--- src/mcs_pkg.sv ---
// Package: register map, field layouts and timing for the current supervisor
package mcs_pkg;

    localparam int CLK_HZ = 125000000;
    localparam int TICK_MS = 1;
    localparam int TICK_CYCLES = CLK_HZ / 1000 * TICK_MS;
    localparam int TICKS_PER_S = 1000 / TICK_MS;

    // Word offsets (byte addresses)
    localparam logic [7:0] ADDR_LOADCOMP = 8'h00;
    localparam logic [7:0] ADDR_LOADCOMP_MAX = 8'h04;
    localparam logic [7:0] ADDR_DAMPING = 8'h08;
    localparam logic [7:0] ADDR_REMEMBER = 8'h0c;
    localparam logic [7:0] ADDR_CUR_LIMIT = 8'h10;
    localparam logic [7:0] ADDR_BOOST = 8'h14;
    localparam logic [7:0] ADDR_STALL = 8'h18;
    localparam logic [7:0] ADDR_TEST_MODE = 8'h1c;
    localparam logic [7:0] ADDR_STATUS = 8'h20;
    localparam logic [7:0] ADDR_HOLD_CUR = 8'h24;
    localparam logic [7:0] ADDR_START_COMP = 8'h28;
    localparam logic [7:0] ADDR_EFF_LIMIT = 8'h2c;

    // Value ranges and reset values
    localparam logic [7:0] LOADCOMP_RST = 8'd20;
    localparam logic [7:0] LOADCOMP_MAX_RST = 8'd225;
    localparam logic [7:0] DAMP_MAX = 8'd60;
    localparam logic [7:0] DAMP_RST = 8'd25;
    localparam logic [7:0] REM_MIN = 8'd15;
    localparam logic [7:0] REM_MAX = 8'd60;
    localparam logic [7:0] REM_RST = 8'd50;
    localparam logic [7:0] CUR_LIMIT_RST = 8'd90;
    localparam logic [7:0] RATED_CUR_RST = 8'd90;
    localparam logic [7:0] BOOST_CUR_RST = 8'd10;
    localparam logic [3:0] BOOST_TIME_MAX = 4'd10;
    localparam logic [3:0] BOOST_TIME_RST = 4'd10;
    localparam logic [5:0] STALL_MAX = 6'd51;
    localparam logic [5:0] STALL_RST = 6'd15;
    localparam logic [3:0] FAULT_STALL = 4'h4;
    localparam logic [7:0] THERM_DERATE = 8'd20;

    // Boost register fields
    localparam int BOOST_TIME_LSB = 8;

    // Status register fields
    localparam int ST_FAULT = 0;
    localparam int ST_BOOST_ARMED = 1;
    localparam int ST_BOOSTING = 2;
    localparam int ST_HOLD_VALID = 3;
    localparam int ST_CODE_LSB = 4;

    typedef enum logic [2:0] {
        TEST_NONE = 3'd0,
        TEST_OPEN_PRE = 3'd1,
        TEST_SHORT = 3'd2,
        TEST_ALL_OPEN_PRE = 3'd3,
        TEST_OPEN_ALL = 3'd4,
        TEST_ALL = 3'd5
    } test_mode_t;

    typedef struct packed {
        logic open_pre;
        logic open_drive;
        logic short_pre;
        logic short_drive;
    } test_sel_t;

    typedef struct packed {
        logic [11:0] current;
        logic drive_req;
        logic driving;
        logic brake_engaging;
        logic over_temp;
    } motor_in_t;

    typedef struct packed {
        logic [7:0] limit;
        logic [7:0] comp;
        logic [7:0] start_comp;
        logic drive_en;
        logic estop;
        logic [3:0] fault_code;
    } motor_out_t;

endpackage

--- src/motor_current_supervisor.sv ---
// Motor current supervisor: settings, boost, stall latch and test selection
//
// Contract
// Load compensation never exceeds programmed ceiling
// Damping 0 to 60 percent, default 25
// Capture hold current before brake engages
// Start compensation from hold current times factor
// No remembered start without prior brake
// Limit current, ceiling clamped to rating
// Over-temperature reduces permitted current
// Boost current allowed for boost time
// After boost time, normal ceiling applies
// Rearm after twice the over-ceiling time
// Stall at limit for timeout disables drive
// Stall timeout: emergency stop, fault code 4
// Stall fault latched until power cycle
// Stall limit zero disables stall timer
// Six-way motor test selection, default short
// Full: open and short, pre and drive
// Short only: short pre and drive
// Open throughout: open pre and drive
// Open before driving only
// None: no motor checks
// Combined: open pre, short pre and drive
`timescale 1ns/1ps
`default_nettype none
module motor_current_supervisor (
    input wire logic clk_i,
    input wire logic rst_i,
    input wire logic wb_cyc_i,
    input wire logic wb_stb_i,
    input wire logic wb_we_i,
    input wire logic [7:0] wb_adr_i,
    input wire logic [3:0] wb_sel_i,
    input wire logic [31:0] wb_dat_i,
    output logic [31:0] wb_dat_o,
    output logic wb_ack_o,
    input wire logic [7:0] rated_cur_i,
    input wire mcs_pkg::motor_in_t motor_i,
    output mcs_pkg::motor_out_t motor_o,
    output mcs_pkg::test_sel_t test_sel_o
);
    import mcs_pkg::*;

    typedef struct packed {
        logic ack;
        logic [31:0] rdata;
        logic [7:0] loadcomp;
        logic [7:0] loadcomp_max;
        logic [7:0] damping;
        logic [7:0] remember;
        logic [7:0] cur_limit;
        logic [7:0] boost_cur;
        logic [3:0] boost_time;
        logic [5:0] stall_limit;
        test_mode_t test_mode;
        logic [16:0] tick_cnt;
        logic [7:0] rated;
        logic [11:0] cur_s1;
        logic [11:0] cur_s2;
        logic [3:0] pin_s1;
        logic [3:0] pin_s2;
        logic [11:0] hold_cur;
        logic hold_valid;
        logic [7:0] start_comp;
        logic [15:0] over_ms;
        logic [16:0] under_ms;
        logic boost_armed;
        logic [15:0] stall_ms;
        logic fault;
        logic [7:0] limit;
        logic [7:0] comp;
    } state_t;

    state_t s_q;
    state_t s_d;

    logic tick;
    logic req;
    logic [11:0] cur;
    logic drive_req;
    logic driving;
    logic braking;
    logic hot;
    logic [7:0] ceiling;
    logic [7:0] derated;
    logic above;
    logic [15:0] boost_ms;
    logic [15:0] stall_lim_ms;
    logic [15:0] damped;
    logic [19:0] start_prod;
    logic [7:0] wr_byte;

    assign req = wb_cyc_i & wb_stb_i & ~s_q.ack;
    assign tick = (s_q.tick_cnt == 17'(TICK_CYCLES - 1));
    assign cur = s_q.cur_s2;
    assign {drive_req, driving, braking, hot} = s_q.pin_s2;
    assign wr_byte = wb_dat_i[7:0];

    always_comb begin
        s_d = s_q;
        s_d.ack = req;
        s_d.rated = rated_cur_i;
        // Pins from the power stage cross in from outside; two stages each
        s_d.cur_s1 = motor_i.current;
        s_d.cur_s2 = s_q.cur_s1;
        s_d.pin_s1 = {motor_i.drive_req, motor_i.driving,
                      motor_i.brake_engaging, motor_i.over_temp};
        s_d.pin_s2 = s_q.pin_s1;
        s_d.tick_cnt = tick ? '0 : s_q.tick_cnt + 17'd1;

        // Register writes on the accepted strobe, byte lane 0 carries values, lane 1 the boost time
        if (req && wb_we_i && wb_sel_i[0]) begin
            case (wb_adr_i)
                ADDR_LOADCOMP_MAX: begin
                    s_d.loadcomp_max = wr_byte;
                    if (s_q.loadcomp > wr_byte) begin
                        s_d.loadcomp = wr_byte;
                    end
                end
                ADDR_LOADCOMP: s_d.loadcomp = (wr_byte > s_q.loadcomp_max)
                    ? s_q.loadcomp_max : wr_byte;
                ADDR_DAMPING: s_d.damping = (wr_byte > DAMP_MAX)
                    ? DAMP_MAX : wr_byte;
                ADDR_REMEMBER: s_d.remember = (wr_byte < REM_MIN) ? REM_MIN
                    : ((wr_byte > REM_MAX) ? REM_MAX : wr_byte);
                ADDR_CUR_LIMIT: s_d.cur_limit = wr_byte;
                ADDR_STALL: s_d.stall_limit = (wr_byte[5:0] > STALL_MAX
                    || wr_byte[7:6] != 2'b00) ? STALL_MAX
                    : wr_byte[5:0];
                ADDR_TEST_MODE: begin
                    if (wr_byte[2:0] <= 3'(TEST_ALL)) begin
                        s_d.test_mode = test_mode_t'(wr_byte[2:0]);
                    end
                end
                default: ;
            endcase
        end
        if (req && wb_we_i && wb_adr_i == ADDR_BOOST) begin
            if (wb_sel_i[0]) begin
                s_d.boost_cur = wr_byte;
            end
            if (wb_sel_i[1]) begin
                s_d.boost_time = (wb_dat_i[11:8] > BOOST_TIME_MAX)
                    ? BOOST_TIME_MAX : wb_dat_i[11:8];
            end
        end

        // Hold current captured at the brake-engage request
        if (braking && !driving) begin
            s_d.hold_cur = cur;
            s_d.hold_valid = 1'b1;
        end
        // Remembered start only after a real brake stop
        if (drive_req && !driving) begin
            s_d.start_comp = !s_q.hold_valid ? 8'h00
                : ((start_prod > 20'd255) ? 8'hff : start_prod[7:0]);
        end else if (driving) begin
            s_d.hold_valid = 1'b0;
            s_d.start_comp = 8'h00;
        end

        // Boost accounting in milliseconds
        if (tick) begin
            if (above) begin
                s_d.under_ms = '0;
                if (s_q.boost_armed && s_q.over_ms != 16'hffff) begin
                    s_d.over_ms = s_q.over_ms + 16'd1;
                end
                if (s_q.over_ms + 16'd1 >= boost_ms) begin
                    s_d.boost_armed = 1'b0;
                end
            end else if (s_q.over_ms != '0) begin
                s_d.under_ms = s_q.under_ms + 17'd1;
                if (s_q.under_ms + 17'd1 >= {s_q.over_ms, 1'b0}) begin
                    s_d.boost_armed = 1'b1;
                    s_d.over_ms = '0;
                    s_d.under_ms = '0;
                end
            end
        end

        // Stall: pinned at the ceiling while asked to drive
        if (s_q.stall_limit == '0 || !drive_req || cur < {4'h0, derated}) begin
            s_d.stall_ms = '0;
        end else if (tick && !s_q.fault) begin
            s_d.stall_ms = s_q.stall_ms + 16'd1;
            if (s_q.stall_ms + 16'd1 >= stall_lim_ms) begin
                s_d.fault = 1'b1;
            end
        end

        s_d.limit = s_q.fault ? 8'h00
            : (s_q.boost_armed ? derated + s_q.boost_cur : derated);
        s_d.comp = s_q.fault ? 8'h00 : damped[7:0];

        // Read data only on the taking cycle, else zero
        s_d.rdata = '0;
        if (req && !wb_we_i) begin
            case (wb_adr_i)
                ADDR_LOADCOMP: s_d.rdata[7:0] = s_q.loadcomp;
                ADDR_LOADCOMP_MAX: s_d.rdata[7:0] = s_q.loadcomp_max;
                ADDR_DAMPING: s_d.rdata[7:0] = s_q.damping;
                ADDR_REMEMBER: s_d.rdata[7:0] = s_q.remember;
                ADDR_CUR_LIMIT: s_d.rdata[7:0] = s_q.cur_limit;
                ADDR_BOOST: s_d.rdata[11:0] = {s_q.boost_time,
                                               s_q.boost_cur};
                ADDR_STALL: s_d.rdata[5:0] = s_q.stall_limit;
                ADDR_TEST_MODE: s_d.rdata[2:0] = s_q.test_mode;
                ADDR_STATUS: begin
                    s_d.rdata[ST_FAULT] = s_q.fault;
                    s_d.rdata[ST_BOOST_ARMED] = s_q.boost_armed;
                    s_d.rdata[ST_BOOSTING] = s_q.boost_armed & above;
                    s_d.rdata[ST_HOLD_VALID] = s_q.hold_valid;
                    s_d.rdata[ST_CODE_LSB +: 4] =
                        s_q.fault ? FAULT_STALL : 4'h0;
                end
                ADDR_HOLD_CUR: s_d.rdata[11:0] = s_q.hold_cur;
                ADDR_START_COMP: s_d.rdata[7:0] = s_q.start_comp;
                ADDR_EFF_LIMIT: s_d.rdata[7:0] = s_q.limit;
                default: s_d.rdata = '0;
            endcase
        end
    end

    // Ceiling clamped to the controller rating, then thermally derated
    always_comb begin
        ceiling = (s_q.cur_limit > s_q.rated) ? s_q.rated : s_q.cur_limit;
        derated = hot ? ((ceiling > THERM_DERATE)
            ? ceiling - THERM_DERATE : 8'h00) : ceiling;
        above = cur > {4'h0, derated};
        boost_ms = 16'(s_q.boost_time) * 16'(TICKS_PER_S);
        stall_lim_ms = 16'(s_q.stall_limit) * 16'(TICKS_PER_S);
        // Damping removes a fraction; products sized so nothing wraps
        damped = 16'(s_q.loadcomp) * 16'(8'd100 - s_q.damping) / 16'd100;
        start_prod = 20'(s_q.hold_cur) * 20'(s_q.remember) / 20'd100;
    end

    always_ff @(posedge clk_i) begin
        if (rst_i) begin
            s_q <= '0;
            s_q.loadcomp <= LOADCOMP_RST;
            s_q.loadcomp_max <= LOADCOMP_MAX_RST;
            s_q.damping <= DAMP_RST;
            s_q.remember <= REM_RST;
            s_q.cur_limit <= CUR_LIMIT_RST;
            s_q.rated <= RATED_CUR_RST;
            s_q.boost_cur <= BOOST_CUR_RST;
            s_q.boost_time <= BOOST_TIME_RST;
            s_q.stall_limit <= STALL_RST;
            s_q.test_mode <= TEST_SHORT;
            s_q.boost_armed <= 1'b1;
        end else begin
            s_q <= s_d;
        end
    end

    mcs_test_sel u_test_sel (
        .clk_i(clk_i),
        .rst_i(rst_i | s_q.fault),
        .mode_i(s_q.test_mode),
        .driving_i(driving),
        .sel_o(test_sel_o)
    );

    assign wb_ack_o = s_q.ack;
    assign wb_dat_o = s_q.rdata;
    assign motor_o.limit = s_q.limit;
    assign motor_o.comp = s_q.comp;
    assign motor_o.start_comp = s_q.start_comp;
    assign motor_o.drive_en = ~s_q.fault;
    assign motor_o.estop = s_q.fault;
    assign motor_o.fault_code = s_q.fault ? FAULT_STALL : 4'h0;
endmodule
`default_nettype wire

--- src/mcs_test_sel.sv ---
// Motor test selection decoder
`timescale 1ns/1ps
`default_nettype none
module mcs_test_sel (
    input wire logic clk_i,
    input wire logic rst_i,
    input wire mcs_pkg::test_mode_t mode_i,
    input wire logic driving_i,
    output mcs_pkg::test_sel_t sel_o
);
    import mcs_pkg::*;

    typedef struct packed {
        test_sel_t sel;
    } state_t;

    state_t s_q;
    state_t s_d;
    test_sel_t m;

    always_comb begin
        m = '0;
        case (mode_i)
            TEST_NONE: m = '0;
            TEST_OPEN_PRE: m.open_pre = 1'b1;
            TEST_SHORT: begin
                m.short_pre = 1'b1;
                m.short_drive = 1'b1;
            end
            TEST_ALL_OPEN_PRE: begin
                m.open_pre = 1'b1;
                m.short_pre = 1'b1;
                m.short_drive = 1'b1;
            end
            TEST_OPEN_ALL: begin
                m.open_pre = 1'b1;
                m.open_drive = 1'b1;
            end
            TEST_ALL: m = '1;
            default: m = '0;
        endcase
        // Pre-drive checks run only while stopped, drive checks only moving
        s_d.sel.open_pre = m.open_pre & ~driving_i;
        s_d.sel.short_pre = m.short_pre & ~driving_i;
        s_d.sel.open_drive = m.open_drive & driving_i;
        s_d.sel.short_drive = m.short_drive & driving_i;
    end

    always_ff @(posedge clk_i) begin
        if (rst_i) begin
            s_q <= '0;
        end else begin
            s_q <= s_d;
        end
    end

    assign sel_o = s_q.sel;
endmodule
`default_nettype wire

--- config.mk ---
export PLATFORM = sky130hd
export DESIGN_NAME = motor_current_supervisor
export DESIGN_NICKNAME = d
export VERILOG_FILES = /design/src/mcs_pkg.sv /design/src/motor_current_supervisor.sv /design/src/mcs_test_sel.sv
export SDC_FILE = /design/constraint.sdc
export NUM_CORES = 1
export LEC_CHECK = 0
export BUFFER_PORTS_ARGS = -buffer_cell sky130_fd_sc_hd__buf_2
export CAP_MARGIN = 20
export CORE_MARGIN = 10
export CORE_UTILIZATION = 45
export CTS_CLUSTER_DIAMETER = 60
export DETAILED_ROUTE_END_ITERATION = 7
export MAX_ROUTING_LAYER = met4
export SLEW_MARGIN = 15
export SYNTH_ARGS = -nofsm -noshare
export SYNTH_HDL_FRONTEND = slang
export SYNTH_SLANG_ARGS = --single-unit
export TNS_END_PERCENT = 5
--- constraint.sdc ---
create_clock -name clk_i -period 29.6 [get_ports clk_i]
set_input_delay 4.44 -clock clk_i [delete_from_list [all_inputs] [get_ports clk_i]]
set_output_delay 4.44 -clock clk_i [all_outputs]
set_load 0.1 [all_outputs]
==> impl.org <==
** Clock tree
- Buffers added to address setup during post-CTS repair amount to 0.
- The clock reaches the later pin of the worst-skew pair after 0.56 ns.
- Maximum count of clock buffers along a single path :: 3
- CTS HTree Levels :: 1
- Once the clock tree was built, the resizer swapped 0 gates to a different size.
- Number of buffers inserted during clock tree synthesis :: 27
- After clock tree synthesis, the clock-pin slew on the worst setup and hold paths is 0.06 ns.
- In this run the clock root is driven by a clkbuf_16.
- For this design, the CTS-stage hold fixing added 0 buffers.
- Clock Sinks :: 223
- TritonCTS built the clock tree.

** STA
- Timing would allow up to 0.06926 GHz.
- Unrepaired setup endpoints after global routing :: no
- On the final layout, the worst clock skew is 0.01500 ns.
- The number of pins with negative max-slew slack in the final report came to 0.
- Headroom to the max-slew limit :: 25.77%
- For the final routed database, the setup TNS stands at 0 ns.
- Setup violations remaining at the end of the flow were counted as 0.
- Final period util :: 48.78%
- Fin crit period :: 14.44 ns
- Hold violation count in the final report :: 0
- Worst Tran Pin Value :: 1.109 ns

** Layout
- The net count of the finished layout is 3,319.
- Multi-input combinational cell area :: 17,300 um2
- Layout filler cell count :: 5,179
- Once layout is complete, the cells apart from fillers number 3,613.
- Summing all flip-flop and latch instances after layout gives 4464 um2.
- The post-route netlist has 8.532% of its cells at a drive strength greater than 1.
- Area overhead of the layout relative to synthesis :: 6.234%

** Hold path
- Along the worst hold path, the cell count comes to 1.
- The tightest min-delay check is of the flip-flop to flip-flop type.
- The worst hold path terminates at cur[2]$_SDFF_PP0_.
- Hold Crit Start :: s_d[98]$_SDFF_PP0_

** GRT
- Wire length of the first global-routing pass :: 102,500 um
- Total GRT Usage :: 19.95%
- Initial antenna violation count :: 5
- Total congestion overflow :: 0
- Maximum number of pins on one net before global-route repair :: 67
- Vias in the first global route :: 19,841

** Yosys
- The synthesized netlist contains 118 unique library cells.
- Among all flip-flop cells after synthesis, the most frequent one is dfxtp_1.
- Synthesized area :: 23,520 um2
- Flip-flop and latch count after synthesis :: 223
- Async set-reset flop share out of synthesis :: 0%
- Sequential cell area fraction in the yosys report :: 18.98%
- Mean cell area of the mapped netlist :: 8.014 um2
- Synthesized netlist cell count :: 2,935
- Number of flops mapped to enable cells by yosys :: 0
- Total number of yosys warnings :: 0

** Setup path
- Reg2Reg Launch Point :: s_q[182]$_SDFFE_PP1P_
- The worst setup path is launched from a flip-flop.
- For this run, the slowest stage of the critical path takes 0.78 ns.
- CP Data Required Time :: 30.05 ns
- Cell at the slowest stage of the critical path :: a2111oi_0
- STA puts the critical path data arrival time at 14.89 ns.
- The setup path with the least slack is of type flip-flop to flip-flop.
- In this run the register-to-register setup slack is 15.16 ns.
- Kind of capture point of the worst setup path :: flip-flop
- The worst register-to-register path ends at motor_o[14]$_SDFF_PP0_.
- Most repeated library cell on the critical path :: inv_1
- Along the worst path, the maximum fanout reaches 11.
- Number of cells on the worst reg-to-reg path :: 46

** Routing
- For this run, design rule violations remaining after detail routing come to 0.
- For this run, the detailed router's first-pass iteration total came to 7.
- DR iter-0 viols :: 1,476
- Vias after detailed routing :: 20,438
- After detailed routing, the average wire length per cell comes to 17.44 um.
- Once detail routing completed, the nets flagged for antenna violations numbered 0.
- Number of vias per cell :: 5.657
- Final wirelength :: 63,020 um

** Floorplanning
- Site row count :: 83
- Initial core utilization :: 45.66%
- Vertical die dimension :: 248.6 um
- Total core area :: 51,510 um2
- The floorplan step set the die width to 248.6 um.
- Boundary pin count :: 140
- The die covers 61,810 um2.

** Power
- LEAKAGE :: 0.01112 uW
- Power spread over the standard cell area amounts to 30.48 nW/um2.
- Peak supply drop :: 44.84 uV

** Placed design
- The HPWL after detailed placement is 49,290 um.
- Placed cell count :: 3,561
- GPL Wtd Cong :: 0.9475
- Number of buffers inserted by port buffering :: 94

** Outcome
- Outcome :: complete, no violations

** Job
- # Max-Cap Violations :: 0
-- cell usage after synthesis, drive strengths merged (21+ instances only) --
cell,n,share of area (%)
a21o,34,1.1
nor3,57,1.2
and2,114,3.0
nand2b,32,0.85
nand3,74,1.6
nor2b,63,1.7
xnor2,107,4.1
nor2,293,4.7
xor2,70,2.7
buf,82,2.5
clkbuf,98,1.6
fa,124,11
a211o,21,0.79
inv,245,3.9
a21oi,172,3.7
mux2i,43,1.8
o211ai,29,0.97
a31oi,30,0.80
nand2,258,4.1
dfxtp,223,19
o21ai,99,2.2
ha,212,11
or2,36,0.96
a211oi,39,1.4
nand4,23,0.61
and3,38,1.0
-- flip-flops by register name, indices dropped and copies added (netlist names), 4 cells and up --
signal and flops:
motor_o 25, s_q 149, u_test_sel.sel_o 4, wb_dat_o 12
s_d 16, cur 12
-- critical path: cells and delay by family (launching register included) --
kind	cells	cell delay, ns
AOI/OAI and AO/OA	21	7.11
adders and majority gates	8	3.39
and+or+nand+nor	10	2.77
DFF	1	0.43
buffers and inverters	6	0.39
xor gates and xnor gates	1	0.22
-- layout by cell type, fill, tap and decap left out, types with 63 or more instances in the layout --
cell type	instances
inv_1	245
a21oi_1	169
xnor2_1	106
xor2_1	69
fa_1	124
dfxtp_1	223
nor2b_1	63
and2_1	113
ha_1	212
o21ai_0	79
buf_2	93
nand3_1	74
nand2_1	258
nor2_1	290
-- metrics by stage --
| stage | setup WS, ns | total power, uW | hold slack [ns] | utilization (%) | area, um2 |
|---|---|---|---|---|---|
| after global routing | 13.95 | 791.6 | 0.4607 | 48.51 | 24990 |
| final | 15.16 | 761.7 | 0.4340 | 48.51 | 24990 |
| after detailed placement | 15.34 | 432.8 | 0.4239 | 46.72 | 24070 |
| after floorplan | 17.15 | 411.3 | 0.4138 | - | 23600 |
| after CTS | 15.25 | 769.4 | 0.4379 | 48.47 | 24970 |
| after global placement | 15.53 | 430.8 | 0.4288 | 46.72 | 24070 |
-- worst max path at each step --
stage / depth (start not counted) / from / endpoint
floorplan: 49 / s_q[182]$_SDFFE_PP1P_ / motor_o[14]$_SDFF_PP0_
global placement: 46 / s_q[182]$_SDFFE_PP1P_ / motor_o[14]$_SDFF_PP0_
detailed placement: 47 / s_q[182]$_SDFFE_PP1P_ / motor_o[14]$_SDFF_PP0_
CTS: 46 / s_q[182]$_SDFFE_PP1P_ / motor_o[14]$_SDFF_PP0_
global route: 47 / s_q[182]$_SDFFE_PP1P_ / motor_o[14]$_SDFF_PP0_
finish: 46 / s_q[182]$_SDFFE_PP1P_ / motor_o[14]$_SDFF_PP0_
-- power by group --
| part | switching (uW) | internal (uW) | leakage, uW |
|---|---|---|---|
| Combinational | 84.9 | 33.6 | 0.00887 |
| Sequential | 4.34 | 305 | 0.00181 |
| Clock | 140 | 193 | 0.000443 |
-- layer usage --
metal  GRT usage, %  up-vias  part of all wire [%]
met3          2.109       88                   5.1
met4          5.280        0                   2.5
met5              -        -                     0
met1          26.65     9780                    47
li1               -    10050                     -
met2          31.57      520                    45
-- layout make-up --
cell class	instances	share of cell area, %
Antenna cell	3	0.03004
Tap cell	680	3.405
Clock inverter	14	0.5458
Multi-Input combinational cell	2309	69.22
Timing Repair Buffer	104	2.193
Inverter	245	3.680
Clock buffer	35	3.064
Sequential cell	223	17.87
-- cell families (layout without fill, tap and decap cells) --
| logic type | Yosys count | after routing | share of synthesized area, % |
|---|---|---|---|
| adder cells (fa/ha/maj) | 342 | 342 | 22.09 |
| AND/OR/NAND/NOR | 1069 | 1069 | 22.34 |
| flip-flops | 223 | 223 | 18.98 |
| XOR/XNOR | 177 | 177 | 6.750 |
| buffers and inverters | 425 | 398 | 7.952 |
| other | 1 | 26 | 0.01594 |
| AO/OA/AOI/OAI | 646 | 646 | 19.60 |
| multiplexers | 52 | 52 | 2.277 |
No activity file was read; power rests on OpenSTA's default activity.
